**config.mk**
```make
export PLATFORM = sky130hd
export DESIGN_NAME = page_attribute_type_lookup
export DESIGN_NICKNAME = d
export VERILOG_FILES = /design/src/verilog/attr_table_pkg.sv /design/src/verilog/page_attribute_type_lookup.sv /design/src/verilog/type_policy_decode.sv
export SDC_FILE = /design/constraint.sdc
export NUM_CORES = 1
export LEC_CHECK = 0
export BUFFER_PORTS_ARGS = -buffer_cell sky130_fd_sc_hd__buf_4
export CELL_PAD_IN_SITES_DETAIL_PLACEMENT = 1
export CELL_PAD_IN_SITES_GLOBAL_PLACEMENT = 2
export CORE_MARGIN = 2
export CORE_UTILIZATION = 32
export CTS_CLUSTER_SIZE = 28
export DETAILED_ROUTE_END_ITERATION = 10
export PLACE_DENSITY_LB_ADDON = 0.1
export SYNTH_ARGS = -nofsm -noshare
export SYNTH_HDL_FRONTEND = slang
export SYNTH_SLANG_ARGS = --single-unit
```
**constraint.sdc**
```tcl
create_clock -name i_mclk -period 2.7 [get_ports i_mclk]
set_input_delay 0.27 -clock i_mclk [delete_from_list [all_inputs] [get_ports i_mclk]]
set_output_delay 0.27 -clock i_mclk [all_outputs]
set_load 0.02 [all_outputs]
```
**src/verilog/attr_table_pkg.sv**
```systemverilog
// constants and carrier types for the page attribute type lookup
package attr_table_pkg;

   localparam int unsigned TABLE_W     = 64;
   localparam int unsigned SLOTS       = 8;
   localparam int unsigned SLOT_W      = 3;
   localparam int unsigned SLOT_STRIDE = 8;
   localparam int unsigned PHYS_W      = 52;

   // register byte offsets
   localparam logic [7:0] OFS_TABLE_LO = 8'h00;
   localparam logic [7:0] OFS_TABLE_HI = 8'h04;
   localparam logic [7:0] OFS_STATUS   = 8'h08;
   localparam logic [7:0] OFS_FEAT_FN  = 8'h0C;
   localparam logic [7:0] OFS_FEAT_RES = 8'h10;

   // status fields
   localparam int unsigned STAT_FAULT_POS = 0;
   localparam int unsigned STAT_RSVD_POS  = 1;
   localparam int unsigned STAT_CODE_POS  = 2;

   localparam logic [63:0] TABLE_RESET = 64'h0007_0406_0007_0406;
   localparam logic [63:0] RSVD_MASK   = 64'hF8F8_F8F8_F8F8_F8F8;
   localparam logic [31:0] FEAT_FN_RST = 32'h0000_0000;

   // feature identification
   localparam logic [31:0] FN_BASIC    = 32'h0000_0001;
   localparam logic [31:0] FN_EXT      = 32'h8000_0001;
   localparam logic [31:0] FEAT_RESULT = 32'h0001_0000;

   // entry bit positions
   localparam int unsigned IDX_BIT_SMALL = 7;
   localparam int unsigned IDX_BIT_LARGE = 12;
   localparam int unsigned CD_BIT        = 4;
   localparam int unsigned WT_BIT        = 3;

   typedef enum logic [2:0] {
      TYPE_UNCACHEABLE      = 3'h0,
      TYPE_WRITE_COMBINING  = 3'h1,
      TYPE_WRITE_THROUGH    = 3'h4,
      TYPE_WRITE_PROTECT    = 3'h5,
      TYPE_WRITE_BACK       = 3'h6,
      TYPE_WEAK_UNCACHEABLE = 3'h7
   } mem_type_t;

   typedef enum logic [1:0] {
      LEVEL_SMALL_PAGE = 2'h0,
      LEVEL_LARGE_PAGE = 2'h1,
      LEVEL_UPPER      = 2'h3
   } entry_level_t;

   typedef struct packed {
      logic              valid;
      entry_level_t      level;
      logic [12:0]       entry;
      logic [PHYS_W-1:0] phys_addr;
   } walk_req_t;

   typedef struct packed {
      logic cacheable;
      logic combine_ok;
      logic spec_read_ok;
      logic read_alloc_shared;
      logic read_alloc_excl_ok;
      logic write_alloc_modified;
      logic write_to_memory;
      logic write_hit_invalidate;
      logic range_wc_override;
   } policy_t;

   typedef struct packed {
      logic              valid;
      mem_type_t         mem_type;
      logic              next_level;
      logic [PHYS_W-1:0] phys_addr;
      policy_t           policy;
   } lookup_rsp_t;

   // returns {unsupported code seen, reserved bit set}
   function automatic logic [1:0] check_table(input logic [63:0] v);
      logic       bad;
      logic [2:0] code;
      bad = 1'b0;
      code = 3'h0;
      for (int i = 0; i < SLOTS; i++) begin
         code = v[i*SLOT_STRIDE +: SLOT_W];
         if (code == 3'h2 || code == 3'h3) begin
            bad = 1'b1;
         end
      end
      return {bad, |(v & RSVD_MASK)};
   endfunction

endpackage

```
**src/verilog/page_attribute_type_lookup.sv**
```systemverilog
// page attribute table register with memory type lookup and bus slave
//
// Implementation choices: the placing of the registers and the AHB-Lite register port.
`timescale 1ns/100ps
module page_attribute_type_lookup (
   input  wire logic                        i_mclk,
   input  wire logic                        i_rst_n,
   input  wire logic                        i_hsel,
   input  wire logic [31:0]                 i_haddr,
   input  wire logic [1:0]                  i_htrans,
   input  wire logic                        i_hwrite,
   input  wire logic [2:0]                  i_hsize,
   input  wire logic [31:0]                 i_hwdata,
   input  wire logic                        i_hready,
   output logic      [31:0]                 o_hrdata,
   output logic                             o_hreadyout,
   output logic                             o_hresp,
   input  wire attr_table_pkg::walk_req_t   i_walk,
   output attr_table_pkg::lookup_rsp_t      o_rsp,
   output logic                             o_fault,
   output logic      [31:0]                 o_feature_d
);

   typedef struct packed {
      logic [63:0]                           table_v;
      logic [31:0]                           stage_lo;
      logic [31:0]                           feat_fn;
      logic [31:0]                           feat_res;
      logic                                  fault_sticky;
      logic                                  cause_rsvd;
      logic                                  cause_code;
      logic                                  fault_pulse;
      logic                                  dp_write;
      logic [7:0]                            dp_addr;
      logic [31:0]                           rdata;
      logic                                  rsp_valid;
      attr_table_pkg::mem_type_t             rsp_type;
      logic                                  rsp_next_level;
      logic [attr_table_pkg::PHYS_W-1:0]     rsp_addr;
   } state_t;

   state_t                    state_ff;
   state_t                    nxt_state;
   logic                      addr_phase;
   logic                      commit_hi;
   logic [1:0]                commit_chk;
   logic [2:0]                slot_idx;
   logic [31:0]               status_word;
   attr_table_pkg::policy_t   rsp_policy;

   assign addr_phase = i_hsel && i_htrans[1] && i_hready;
   assign commit_hi  = state_ff.dp_write && (state_ff.dp_addr == attr_table_pkg::OFS_TABLE_HI);
   // high word write commits the staged low word with it
   assign commit_chk = attr_table_pkg::check_table({i_hwdata, state_ff.stage_lo});

   assign status_word = {29'h0000_0000,
                         state_ff.cause_code,
                         state_ff.cause_rsvd,
                         state_ff.fault_sticky};

   // slot index from the entry bits of the level in use
   always_comb begin
      case (i_walk.level)
         attr_table_pkg::LEVEL_SMALL_PAGE: begin
            slot_idx = {i_walk.entry[attr_table_pkg::IDX_BIT_SMALL],
                        i_walk.entry[attr_table_pkg::CD_BIT],
                        i_walk.entry[attr_table_pkg::WT_BIT]};
         end
         attr_table_pkg::LEVEL_LARGE_PAGE: begin
            slot_idx = {i_walk.entry[attr_table_pkg::IDX_BIT_LARGE],
                        i_walk.entry[attr_table_pkg::CD_BIT],
                        i_walk.entry[attr_table_pkg::WT_BIT]};
         end
         default: begin
            slot_idx = {1'b0,
                        i_walk.entry[attr_table_pkg::CD_BIT],
                        i_walk.entry[attr_table_pkg::WT_BIT]};
         end
      endcase
   end

   always_comb begin
      nxt_state = state_ff;
      nxt_state.fault_pulse = 1'b0;
      nxt_state.dp_write = 1'b0;

      // address phase: capture write target, prepare read data
      if (addr_phase) begin
         nxt_state.dp_write = i_hwrite;
         nxt_state.dp_addr = i_haddr[7:0];
         if (!i_hwrite) begin
            case (i_haddr[7:0])
               attr_table_pkg::OFS_TABLE_LO: nxt_state.rdata = state_ff.table_v[31:0];
               attr_table_pkg::OFS_TABLE_HI: nxt_state.rdata = state_ff.table_v[63:32];
               attr_table_pkg::OFS_STATUS:   nxt_state.rdata = status_word;
               attr_table_pkg::OFS_FEAT_FN:  nxt_state.rdata = state_ff.feat_fn;
               attr_table_pkg::OFS_FEAT_RES: nxt_state.rdata = state_ff.feat_res;
               default:                      nxt_state.rdata = 32'h0000_0000;
            endcase
         end
      end

      // data phase of a write
      if (state_ff.dp_write) begin
         case (state_ff.dp_addr)
            attr_table_pkg::OFS_TABLE_LO: begin
               nxt_state.stage_lo = i_hwdata;
            end
            attr_table_pkg::OFS_TABLE_HI: begin
               if (commit_chk != 2'h0) begin
                  nxt_state.fault_pulse = 1'b1;
                  nxt_state.fault_sticky = 1'b1;
                  nxt_state.cause_rsvd = commit_chk[0];
                  nxt_state.cause_code = commit_chk[1];
               end else begin
                  nxt_state.table_v = {i_hwdata, state_ff.stage_lo};
               end
            end
            attr_table_pkg::OFS_STATUS: begin
               // write one to clear the sticky fault and its causes
               if (i_hwdata[attr_table_pkg::STAT_FAULT_POS]) begin
                  nxt_state.fault_sticky = 1'b0;
               end
               if (i_hwdata[attr_table_pkg::STAT_RSVD_POS]) begin
                  nxt_state.cause_rsvd = 1'b0;
               end
               if (i_hwdata[attr_table_pkg::STAT_CODE_POS]) begin
                  nxt_state.cause_code = 1'b0;
               end
            end
            attr_table_pkg::OFS_FEAT_FN: begin
               nxt_state.feat_fn = i_hwdata;
            end
            default: begin
               nxt_state.feat_fn = state_ff.feat_fn;
            end
         endcase
      end

      // support bit for both identification functions
      if (nxt_state.feat_fn == attr_table_pkg::FN_BASIC
          || nxt_state.feat_fn == attr_table_pkg::FN_EXT) begin
         nxt_state.feat_res = attr_table_pkg::FEAT_RESULT;
      end else begin
         nxt_state.feat_res = 32'h0000_0000;
      end

      // lookup has no enable; every valid walk is typed
      nxt_state.rsp_valid = i_walk.valid;
      if (i_walk.valid) begin
         nxt_state.rsp_type = attr_table_pkg::mem_type_t'(
            state_ff.table_v[{slot_idx, 3'h0} +: attr_table_pkg::SLOT_W]);
         nxt_state.rsp_next_level = (i_walk.level == attr_table_pkg::LEVEL_UPPER);
         nxt_state.rsp_addr = i_walk.phys_addr;
      end
   end

   always_ff @(posedge i_mclk) begin
      if (!i_rst_n) begin
         state_ff <= '0;
         state_ff.table_v <= attr_table_pkg::TABLE_RESET;
         state_ff.feat_fn <= attr_table_pkg::FEAT_FN_RST;
         state_ff.rsp_type <= attr_table_pkg::TYPE_UNCACHEABLE;
      end else begin
         state_ff <= nxt_state;
      end
   end

   type_policy_decode u_policy (
      .i_mclk   (i_mclk),
      .i_rst_n  (i_rst_n),
      .i_type   (nxt_state.rsp_type),
      .o_policy (rsp_policy)
   );

   assign o_hrdata    = state_ff.rdata;
   assign o_hreadyout = 1'b1;
   assign o_hresp     = 1'b0;
   assign o_fault     = state_ff.fault_pulse;
   assign o_feature_d = state_ff.feat_res;

   always_comb begin
      o_rsp.valid      = state_ff.rsp_valid;
      o_rsp.mem_type   = state_ff.rsp_type;
      o_rsp.next_level = state_ff.rsp_next_level;
      o_rsp.phys_addr  = state_ff.rsp_addr;
      o_rsp.policy     = rsp_policy;
   end

   reset_default_a: assert property (
      @(posedge i_mclk) disable iff (!i_rst_n)
      $rose(i_rst_n) |-> state_ff.table_v == attr_table_pkg::TABLE_RESET)
      else $error("table not at default after reset");

   reserved_zero_a: assert property (
      @(posedge i_mclk) disable iff (!i_rst_n)
      (state_ff.table_v & attr_table_pkg::RSVD_MASK) == 64'h0000_0000_0000_0000)
      else $error("reserved table bit is set");

   rsvd_write_fault_a: assert property (
      @(posedge i_mclk) disable iff (!i_rst_n)
      commit_hi && |(i_hwdata & attr_table_pkg::RSVD_MASK[63:32]) |=>
         o_fault && state_ff.cause_rsvd && $stable(state_ff.table_v))
      else $error("reserved bit write did not fault or changed table");

   bad_code_fault_a: assert property (
      @(posedge i_mclk) disable iff (!i_rst_n)
      commit_hi && (i_hwdata[2:1] == 2'h1) |=>
         o_fault ##0 state_ff.cause_code ##0 $stable(state_ff.table_v))
      else $error("unsupported code write did not fault");

   good_write_a: assert property (
      @(posedge i_mclk) disable iff (!i_rst_n)
      commit_hi && commit_chk == 2'h0 |=>
         !o_fault && state_ff.table_v == {$past(i_hwdata), $past(state_ff.stage_lo)})
      else $error("valid table write not stored");

   large_slot_a: assert property (
      @(posedge i_mclk) disable iff (!i_rst_n)
      i_walk.valid && i_walk.level == attr_table_pkg::LEVEL_LARGE_PAGE
      && i_walk.entry[12] && !i_walk.entry[4] && !i_walk.entry[3] |=>
         o_rsp.mem_type == $past(state_ff.table_v[34:32]))
      else $error("large page did not select slot 4");

   upper_slot_a: assert property (
      @(posedge i_mclk) disable iff (!i_rst_n)
      i_walk.valid && i_walk.level == attr_table_pkg::LEVEL_UPPER
      && i_walk.entry[12] && i_walk.entry[7] && i_walk.entry[4] && i_walk.entry[3] |=>
         o_rsp.mem_type == $past(state_ff.table_v[26:24]) && o_rsp.next_level)
      else $error("upper level did not select slot 3");

   always_active_a: assert property (
      @(posedge i_mclk) disable iff (!i_rst_n)
      i_walk.valid |=> o_rsp.valid && o_rsp.phys_addr == $past(i_walk.phys_addr))
      else $error("lookup result missing one cycle after request");

   feature_bit_a: assert property (
      @(posedge i_mclk) disable iff (!i_rst_n)
      (state_ff.feat_fn == attr_table_pkg::FN_EXT
       || state_ff.feat_fn == attr_table_pkg::FN_BASIC) |-> o_feature_d[16])
      else $error("feature support bit not reported");

   // bus, status, lookup and feature checks
   bus_okay_a: assert property (
      @(posedge i_mclk) disable iff (!i_rst_n)
      o_hreadyout && !o_hresp)
      else $error("bus not ready or not okay");

   lo_staged_a: assert property (
      @(posedge i_mclk) disable iff (!i_rst_n)
      state_ff.dp_write && state_ff.dp_addr == attr_table_pkg::OFS_TABLE_LO
      |=> $stable(state_ff.table_v))
      else $error("low word write changed table");

   lo_read_a: assert property (
      @(posedge i_mclk) disable iff (!i_rst_n)
      addr_phase && !i_hwrite && i_haddr[7:0] == attr_table_pkg::OFS_TABLE_LO
      |=> o_hrdata == $past(state_ff.table_v[31:0]))
      else $error("low word read wrong");

   hi_read_a: assert property (
      @(posedge i_mclk) disable iff (!i_rst_n)
      addr_phase && !i_hwrite && i_haddr[7:0] == attr_table_pkg::OFS_TABLE_HI
      |=> o_hrdata == $past(state_ff.table_v[63:32]))
      else $error("high word read wrong");

   status_read_a: assert property (
      @(posedge i_mclk) disable iff (!i_rst_n)
      addr_phase && !i_hwrite && i_haddr[7:0] == attr_table_pkg::OFS_STATUS
      |=> o_hrdata == $past(status_word))
      else $error("status read wrong");

   feat_read_a: assert property (
      @(posedge i_mclk) disable iff (!i_rst_n)
      addr_phase && !i_hwrite && i_haddr[7:0] == attr_table_pkg::OFS_FEAT_RES
      |=> o_hrdata == $past(o_feature_d))
      else $error("feature result read wrong");

   fault_sticky_a: assert property (
      @(posedge i_mclk) disable iff (!i_rst_n)
      o_fault |-> state_ff.fault_sticky && (state_ff.cause_rsvd || state_ff.cause_code))
      else $error("fault not recorded in status");

   rsvd_cause_a: assert property (
      @(posedge i_mclk) disable iff (!i_rst_n)
      commit_hi && commit_chk == 2'h1
      |=> o_fault && state_ff.cause_rsvd && !state_ff.cause_code)
      else $error("reserved cause not recorded");

   status_clear_a: assert property (
      @(posedge i_mclk) disable iff (!i_rst_n)
      state_ff.dp_write && state_ff.dp_addr == attr_table_pkg::OFS_STATUS
      && i_hwdata[attr_table_pkg::STAT_FAULT_POS] |=> !state_ff.fault_sticky)
      else $error("sticky fault not cleared");

   small_slot_a: assert property (
      @(posedge i_mclk) disable iff (!i_rst_n)
      i_walk.valid && i_walk.level == attr_table_pkg::LEVEL_SMALL_PAGE
      && i_walk.entry[7] && !i_walk.entry[4] && i_walk.entry[3] |=>
         o_rsp.mem_type == $past(state_ff.table_v[42:40]))
      else $error("small page did not select slot 5");

   cd_slot_a: assert property (
      @(posedge i_mclk) disable iff (!i_rst_n)
      i_walk.valid && i_walk.level == attr_table_pkg::LEVEL_SMALL_PAGE
      && !i_walk.entry[7] && i_walk.entry[4] && !i_walk.entry[3] |=>
         o_rsp.mem_type == $past(state_ff.table_v[18:16]))
      else $error("cache disable did not select slot 2");

   type_legal_a: assert property (
      @(posedge i_mclk) disable iff (!i_rst_n)
      o_rsp.valid |-> o_rsp.mem_type != 3'h2 && o_rsp.mem_type != 3'h3)
      else $error("unsupported type issued");

   upper_level_a: assert property (
      @(posedge i_mclk) disable iff (!i_rst_n)
      i_walk.valid && i_walk.level != attr_table_pkg::LEVEL_UPPER |=> !o_rsp.next_level)
      else $error("lower level flagged as next level");

   rsp_hold_a: assert property (
      @(posedge i_mclk) disable iff (!i_rst_n)
      !i_walk.valid |=> !o_rsp.valid && $stable(o_rsp.phys_addr) && $stable(o_rsp.mem_type))
      else $error("lookup result changed without request");

   feature_zero_a: assert property (
      @(posedge i_mclk) disable iff (!i_rst_n)
      state_ff.feat_fn != attr_table_pkg::FN_BASIC
      && state_ff.feat_fn != attr_table_pkg::FN_EXT |-> o_feature_d == 32'h0000_0000)
      else $error("feature bit reported for other function");

endmodule

```
**src/verilog/type_policy_decode.sv**
```systemverilog
// registered decode of a memory type code into access policy
`timescale 1ns/100ps
module type_policy_decode (
   input  wire logic                      i_mclk,
   input  wire logic                      i_rst_n,
   input  wire attr_table_pkg::mem_type_t i_type,
   output attr_table_pkg::policy_t        o_policy
);

   typedef struct packed {
      attr_table_pkg::policy_t policy;
   } dec_state_t;

   dec_state_t state_ff;
   dec_state_t nxt_state;

   always_comb begin
      nxt_state = state_ff;
      nxt_state.policy = '0;
      case (i_type)
         attr_table_pkg::TYPE_WRITE_COMBINING: begin
            nxt_state.policy.combine_ok = 1'b1;
            nxt_state.policy.spec_read_ok = 1'b1;
            nxt_state.policy.write_to_memory = 1'b1;
         end
         attr_table_pkg::TYPE_WRITE_THROUGH: begin
            nxt_state.policy.cacheable = 1'b1;
            nxt_state.policy.read_alloc_shared = 1'b1;
            nxt_state.policy.write_to_memory = 1'b1;
         end
         attr_table_pkg::TYPE_WRITE_PROTECT: begin
            nxt_state.policy.cacheable = 1'b1;
            nxt_state.policy.read_alloc_shared = 1'b1;
            nxt_state.policy.write_to_memory = 1'b1;
            nxt_state.policy.write_hit_invalidate = 1'b1;
         end
         attr_table_pkg::TYPE_WRITE_BACK: begin
            nxt_state.policy.cacheable = 1'b1;
            nxt_state.policy.read_alloc_shared = 1'b1;
            nxt_state.policy.read_alloc_excl_ok = 1'b1;
            nxt_state.policy.write_alloc_modified = 1'b1;
         end
         attr_table_pkg::TYPE_WEAK_UNCACHEABLE: begin
            nxt_state.policy.write_to_memory = 1'b1;
            nxt_state.policy.range_wc_override = 1'b1;
         end
         default: begin
            nxt_state.policy.write_to_memory = 1'b1;
         end
      endcase
   end

   always_ff @(posedge i_mclk) begin
      if (!i_rst_n) begin
         state_ff <= '0;
      end else begin
         state_ff <= nxt_state;
      end
   end

   assign o_policy = state_ff.policy;

   uc_policy_a: assert property (
      @(posedge i_mclk) disable iff (!i_rst_n)
      i_type == attr_table_pkg::TYPE_UNCACHEABLE |=>
         !o_policy.cacheable && !o_policy.combine_ok && !o_policy.spec_read_ok)
      else $error("uncacheable type allowed caching, combining or speculation");

   weak_uc_policy_a: assert property (
      @(posedge i_mclk) disable iff (!i_rst_n)
      i_type == attr_table_pkg::TYPE_WEAK_UNCACHEABLE |=>
         !o_policy.cacheable && !o_policy.combine_ok && o_policy.range_wc_override)
      else $error("weak uncacheable type not like uncacheable");

   wt_policy_a: assert property (
      @(posedge i_mclk) disable iff (!i_rst_n)
      i_type == attr_table_pkg::TYPE_WRITE_THROUGH |=>
         o_policy.read_alloc_shared && !o_policy.read_alloc_excl_ok
         && !o_policy.write_alloc_modified && o_policy.write_to_memory)
      else $error("write through policy wrong");

   wp_policy_a: assert property (
      @(posedge i_mclk) disable iff (!i_rst_n)
      i_type == attr_table_pkg::TYPE_WRITE_PROTECT |=>
         o_policy.write_hit_invalidate && o_policy.write_to_memory
         && !o_policy.write_alloc_modified)
      else $error("write protect policy wrong");

   wb_policy_a: assert property (
      @(posedge i_mclk) disable iff (!i_rst_n)
      i_type == attr_table_pkg::TYPE_WRITE_BACK |=>
         o_policy.write_alloc_modified && o_policy.read_alloc_excl_ok
         && !o_policy.write_to_memory)
      else $error("write back policy wrong");

endmodule

```
==> results of run 1 <==
[flip-flops by register name, indices dropped and copies added, names as in the netlist]
name and cells:
o_rsp 57, o_fault 1, o_hrdata 32, o_feature_d 1, state_ff 140, u_policy.o_policy 6
[cell usage after synthesis, types with 5 or more instances]
library cell / n
a21boi_0: 74
mux4_2: 9
nor4_1: 20
o21ai_0: 31
o211ai_1: 12
and3_1: 43
buf_6: 5
buf_1: 8
nor2b_1: 58
o31ai_1: 12
mux2i_1: 66
clkbuf_1: 63
dfxtp_1: 237
nand3_1: 9
mux2_2: 30
nor2_1: 9
and2_1: 32
a22oi_1: 32
nand2_1: 205
nor3_1: 8
buf_4: 128
inv_1: 17
[layout make-up]
cell class / instances / area, um2
clock inverters: 7 / 143
clock buffers: 47 / 853
inverters: 17 / 63.8
fillers: 3743 / 19000
multi-input cells: 716 / 4550
flip-flops and latches: 237 / 4740
well taps: 442 / 553
repair buffers: 300 / 2500
[power groups by stage]
stage	registers, mW	logic [mW]	clock network [mW]
2_1_floorplan	3.67	0.480	0
3_3_place_gp	3.67	0.704	0
3_5_place_dp	3.67	0.706	0
4_1_cts	3.60	0.799	4.17
5_1_grt	3.60	0.861	4.33
6_report	3.60	0.793	4.06
[layer usage]
metal	vias up	wire [um]	track usage, %
met5	-	0	0
met4	0	740	4.67
met3	41	1480	2.73
met2	205	14700	30.9
met1	3943	14700	24.1
li1	4047	-	-
[worst max-delay path, stage by stage]
cell,delay [ps]
dlygate4sd3_1,530
buf_4,140
nor4_1,370
nand3_1,240
or4_1,570
or3_1,370
buf_12,200
and3_1,210
[kinds of logic (layout without fill, tap and decap cells)]
group	Yosys count	count (layout)	share of synthesized area (%)
and+or+nand+nor	402	402	18.8
buffers and inverters	222	371	12.8
DFF	237	237	45.1
AOI/OAI and AO/OA	176	176	11.8
other	2	33	0.0713
muxes	105	105	11.4
[stage by stage]
stage                     setup WS [ps]  instances  cell area (um2)  hold slack (ps)
after floorplan                     554       1175            10600              412
after global placement              212       1636            11700              449
after detailed placement            211       1636            11700              454
after CTS                           234       1766            13400            0.693
after global routing               35.8       1766            13400             12.6
final                               202       1766            13400             13.2
[path summary, 6_finish.rpt]
check                                   start       endpoint  depth (start not counted)
worst max-delay path             i_hwdata[20]  state_ff[252]                          8
worst max register to register  state_ff[177]  state_ff[252]                          6
worst min-delay path             i_hwdata[29]  state_ff[163]                          3
worst min register to register  state_ff[190]  state_ff[222]                          2
==> qor.txt, run 1 <==
RSZ-0062 raised after global routing - false
crit path capture type - register
VDD IR max - 0.000546 V
Post-synth EDFFs - 0
GRT Resource Usage Total - 18.2%
P per Cell Area - 630 nW/um2
Pins Over Slew Limit - 0
first-pass GRT wire length - 49.1 mm
layout cells sized above 1 - 23.3%
top cells by area, synth - dfxtp_1 (45%), buf_4 (9.1%), nand2_1 (7.3%)
Critical Setup Path Class - primary input to register
crit path DAT - 2930 ps
Comb power frac - 9.4%
Die Span Y - 185 um
clock buffer depth - 3
min-delay worst type - primary input to register
Net Sw Power - 1.98 mW
Yosys reg bits - 237
ys flop type - dfxtp_1
Worst EP required - 3130 ps
top cell type's share of synthesized area - 45.1%
leakage power - 5.54 nW
setup TNS - 0 ps
dpl hpwl - 21.4 mm
Reg power frac - 42.6%
largest net degree at the start of global routing - 92
commonest non-fill, non-tap cell in the layout - dfxtp_1
Syn Inst Count - 1144
most frequent cells in the layout - dfxtp_1 (237), buf_4 (219), nand2_1 (205), dlygate4sd3_1 (76), a21boi_0 (74)
CTS Buf Count - 29
WL/cell - 17.9 um
Post-Route WL - 31.6 mm
CTS Root Cell - clkbuf_16
Tot Pwr - 8.45 mW
H-tree Lvls - 1
# resized after CTS - 0
Slew @ Worst Pin - 689 ps
Setup crit start kind - primary input
Core Region - 32500 um2
area leader, netlist - dfxtp_1
Async SR Flop Fraction - 0%
clock latency on the worst-skew pair - 550 ps
post-route ant nets - 0
Worst-path clk slew - 60 ps
DR pass1 iterations - 4
Slew HR - 54.0%
f_max - 400 MHz
crit-path max FO - 52
Finished Core Util - 41.3%
CTS tree - yes
# DRC - 0
outcome - finished clean
GPL Wtd Cong - 0.771
die area - 34400 um2
global route overflow - 0
starting density of the core - 32.4%
Tcrit/Tclk final - 92.5%
hold_buf cts - 76
die width - 185 um
Max-cap violations - 0
Synth Cell Area - 10500 um2
antenna violations before repair - 0
CTS sink count - 237
Worst Skew - 19.8 ps
Synth Area per Inst - 9.20 um2
Via density - 4.66
Via Count - 8236
setup-violating endpoint count in the final report - 0
switch share - 23.4%
# diodes - 0
DRT iter0 DRCs - 275
nets - 1443
Yosys cell types - 41
Std-Cell Rows - 66
reg-to-reg setup timing slack - 330 ps
I/O Buffers - 204
Area Overhead vs Synth - 27.4%
Pint - 6.47 mW
I/O pin count - 275
vias in the first global route - 8514
postcts setup bufs - 0
Final Hold Viols - 0
crit path time final - 2500 ps
Seq/Total Area, Yosys - 45.1%
Clk pwr share - 48.0%
Synth Warn # - 0
Power figures use the tool's default switching activity.
==> run 2, diff against run 1 <==
--- a/config.mk
+++ b/config.mk
@@ -12,7 +12,7 @@
 export CORE_UTILIZATION = 32
 export CTS_CLUSTER_SIZE = 28
 export DETAILED_ROUTE_END_ITERATION = 10
-export PLACE_DENSITY_LB_ADDON = 0.1
+export PLACE_DENSITY = 0.88
 export SYNTH_ARGS = -nofsm -noshare
 export SYNTH_HDL_FRONTEND = slang
 export SYNTH_SLANG_ARGS = --single-unit
==> qor.txt, run 2 (synthesis results as in run 1) <==
crit path capture type - register (unchanged)
I/O Buffers - 204 (unchanged)
P per Cell Area - 622 nW/um2 (was 630 nW/um2)
Worst Skew - 27.6 ps (was 19.8 ps)
dpl hpwl - 21.9 mm (was 21.4 mm)
Core Region - 32500 um2 (unchanged)
register area - 4740 um2 (unchanged)
final std cells w/o fill - 1729 (was 1766)
layout cells sized above 1 - 24.2% (was 23.3%)
antenna violations before repair - 1 (was 0)
Std-Cell Rows - 66 (unchanged)
H-tree Lvls - 1 (unchanged)
die area - 34400 um2 (unchanged)
leakage power - 5.39 nW (was 5.54 nW)
multi-input logic area - 4550 um2 (unchanged)
Setup crit start kind - primary input (unchanged)
GRT Resource Usage Total - 18.2% (about the same)
setup ws final - 169 ps (was 202 ps)
commonest non-fill, non-tap cell in the layout - dfxtp_1 (unchanged)
CTS Buf Count - 26 (was 29)
Critical Setup Path Class - primary input to register (unchanged)
reg2reg path depth - 6 (unchanged)
largest net degree at the start of global routing - 74 (was 92)
starting density of the core - 32.4% (unchanged)
delay-heaviest family, CP - simple AND/OR/NAND/NOR gates (unchanged)
min-delay worst type - primary input to register (unchanged)
DR pass1 iterations - 4 (unchanged)
Die Span Y - 185 um (unchanged)
clock latency on the worst-skew pair - 540 ps (was 550 ps)
GPL Wtd Cong - 0.810 (was 0.771)
slowest stage cell, crit path - or4_1 (unchanged)
crit-path max FO - 44 (was 52)
Slew HR - 49.7% (was 54.0%)
I/O pin count - 275 (unchanged)
Via Count - 8242 (was 8236)
dpl ws - 198 ps (was 211 ps)
Worst EP required - 3110 ps (was 3130 ps)
setup TNS - 0 ps (unchanged)
Max-cap violations - 0 (unchanged)
crit path DAT - 2950 ps (was 2930 ps)
# resized after CTS - 0 (unchanged)
Reg with most FFs - state_ff (unchanged)
outcome - finished clean (unchanged)
post-route cell area - 13000 um2 (was 13400 um2)
critical path's most frequent cell - buf_4
nets - 1411 (was 1443)
Worst-path clk slew - 60 ps (about the same)
CP Buf/Inv Count - 3 (unchanged)
Tcrit/Tclk final - 93.8% (was 92.5%)
post-route ant nets - 0 (unchanged)
f_max - 395 MHz (was 400 MHz)
CP cell instances - dlygate4sd3_1, buf_4, nor4_1, nand3_1, or4_1, or3_1, buf_4, and3_1 (was dlygate4sd3_1, buf_4, nor4_1, nand3_1, or4_1, or3_1, buf_12, and3_1)
Placed Cells - 1637 (was 1636)
max incr delay on CP - 580 ps (was 570 ps)
Fillers - 3713 (was 3743)
WL/cell - 18.5 um (was 17.9 um)
crit path time final - 2530 ps (was 2500 ps)
global route overflow - 0 (unchanged)
setup-violating endpoint count in the final report - 0 (unchanged)
WHS - 19.1 ps (was 13.2 ps)
CTS sink count - 237 (unchanged)
Area Overhead vs Synth - 23.7% (was 27.4%)
Slew @ Worst Pin - 755 ps (was 689 ps)
most frequent cells in the layout - dfxtp_1 (237), buf_4 (221), nand2_1 (205), a21boi_0 (74), mux2i_1 (66) (was dfxtp_1 (237), buf_4 (219), nand2_1 (205), dlygate4sd3_1 (76), a21boi_0 (74))
clock buffer depth - 3 (unchanged)
max reg flops - 140 (unchanged)
die width - 185 um (unchanged)
# diodes - 0 (unchanged)
# DRC - 0 (unchanged)
hold depth - 3 (unchanged)
RSZ-0062 raised after global routing - false (unchanged)
Via density - 4.77 (was 4.66)
first-pass GRT wire length - 48.8 mm (was 49.1 mm)
CTS tree - yes (unchanged)
Pins Over Slew Limit - 0 (unchanged)
Post-Route WL - 32.0 mm (was 31.6 mm)
DRT iter0 DRCs - 360 (was 275)
Critical Path Stages - 8 (unchanged)
vias in the first global route - 8401 (was 8514)
CTS Root Cell - clkbuf_16 (unchanged)
Placed Area - 11700 um2 (about the same)
VDD IR max - 0.000412 V (was 0.000546 V)
Final Hold Viols - 0 (unchanged)
-- run 2: cell count changes in the layout (fill, tap and decap cells not counted), sizes merged --
cell         delta
dlygate4sd3    -30
clkbuf          -8
bufinv          -2
clkinv          +2
buf             +1
-- run 2: layout make-up --
cell class              count  share of cell area, %
clock buffers              39                   6.30
clock inverters             7                  0.682
multi-input cells         716                   35.0
repair buffers            271                   16.9
well taps                 442                   4.25
flip-flops and latches    237                   36.4
inverters                  17                  0.490
-- run 2: stage by stage --
stage / utilization [%] / power, mW
6_report: 40.1 / 8.10
4_1_cts: 40.1 / 8.19
3_5_place_dp: 35.9 / 4.39
2_1_floorplan: - / 4.15
3_3_place_gp: 35.9 / 4.37
5_1_grt: 40.1 / 8.40
-- run 2: what timing repair did --
action | in CTS | in global routing
setup buffers | 0 | 0
endpoints found under the hold margin | 47 | 0
hold buffers | 46 | 0
-- run 2: tightest hold or removal path: stages --
cell and delay [ps]:
buf_4 80, mux2i_1 60, nor2b_1 110
-- run 2: power by group --
part	switching (mW)	internal, mW	leakage [nW]	total (mW)
Sequential	0.0410	3.56	1.92	3.60
Clock	1.45	2.28	0.455	3.72
Combinational	0.422	0.347	3.01	0.770
Total	1.91	6.19	5.39	8.10
-- run 2: per-layer routing --
layer	global-route usage, %	vias to the layer above	wire, um
li1	-	3962	-
met2	31.5	245	15200
met3	4.05	37	2330
met4	3.94	2	555
met5	0	-	13
met1	23.0	3996	13900
-- run 2: path summary, 6_finish.rpt --
path,slack [ps],from,endpoint
hold / removal,20,i_walk[9],o_rsp[18]
hold reg to reg,460,state_ff[190],state_ff[190]
setup reg to reg,290,state_ff[93],state_ff[249]
setup / recovery,170,i_hwdata[21],state_ff[249]
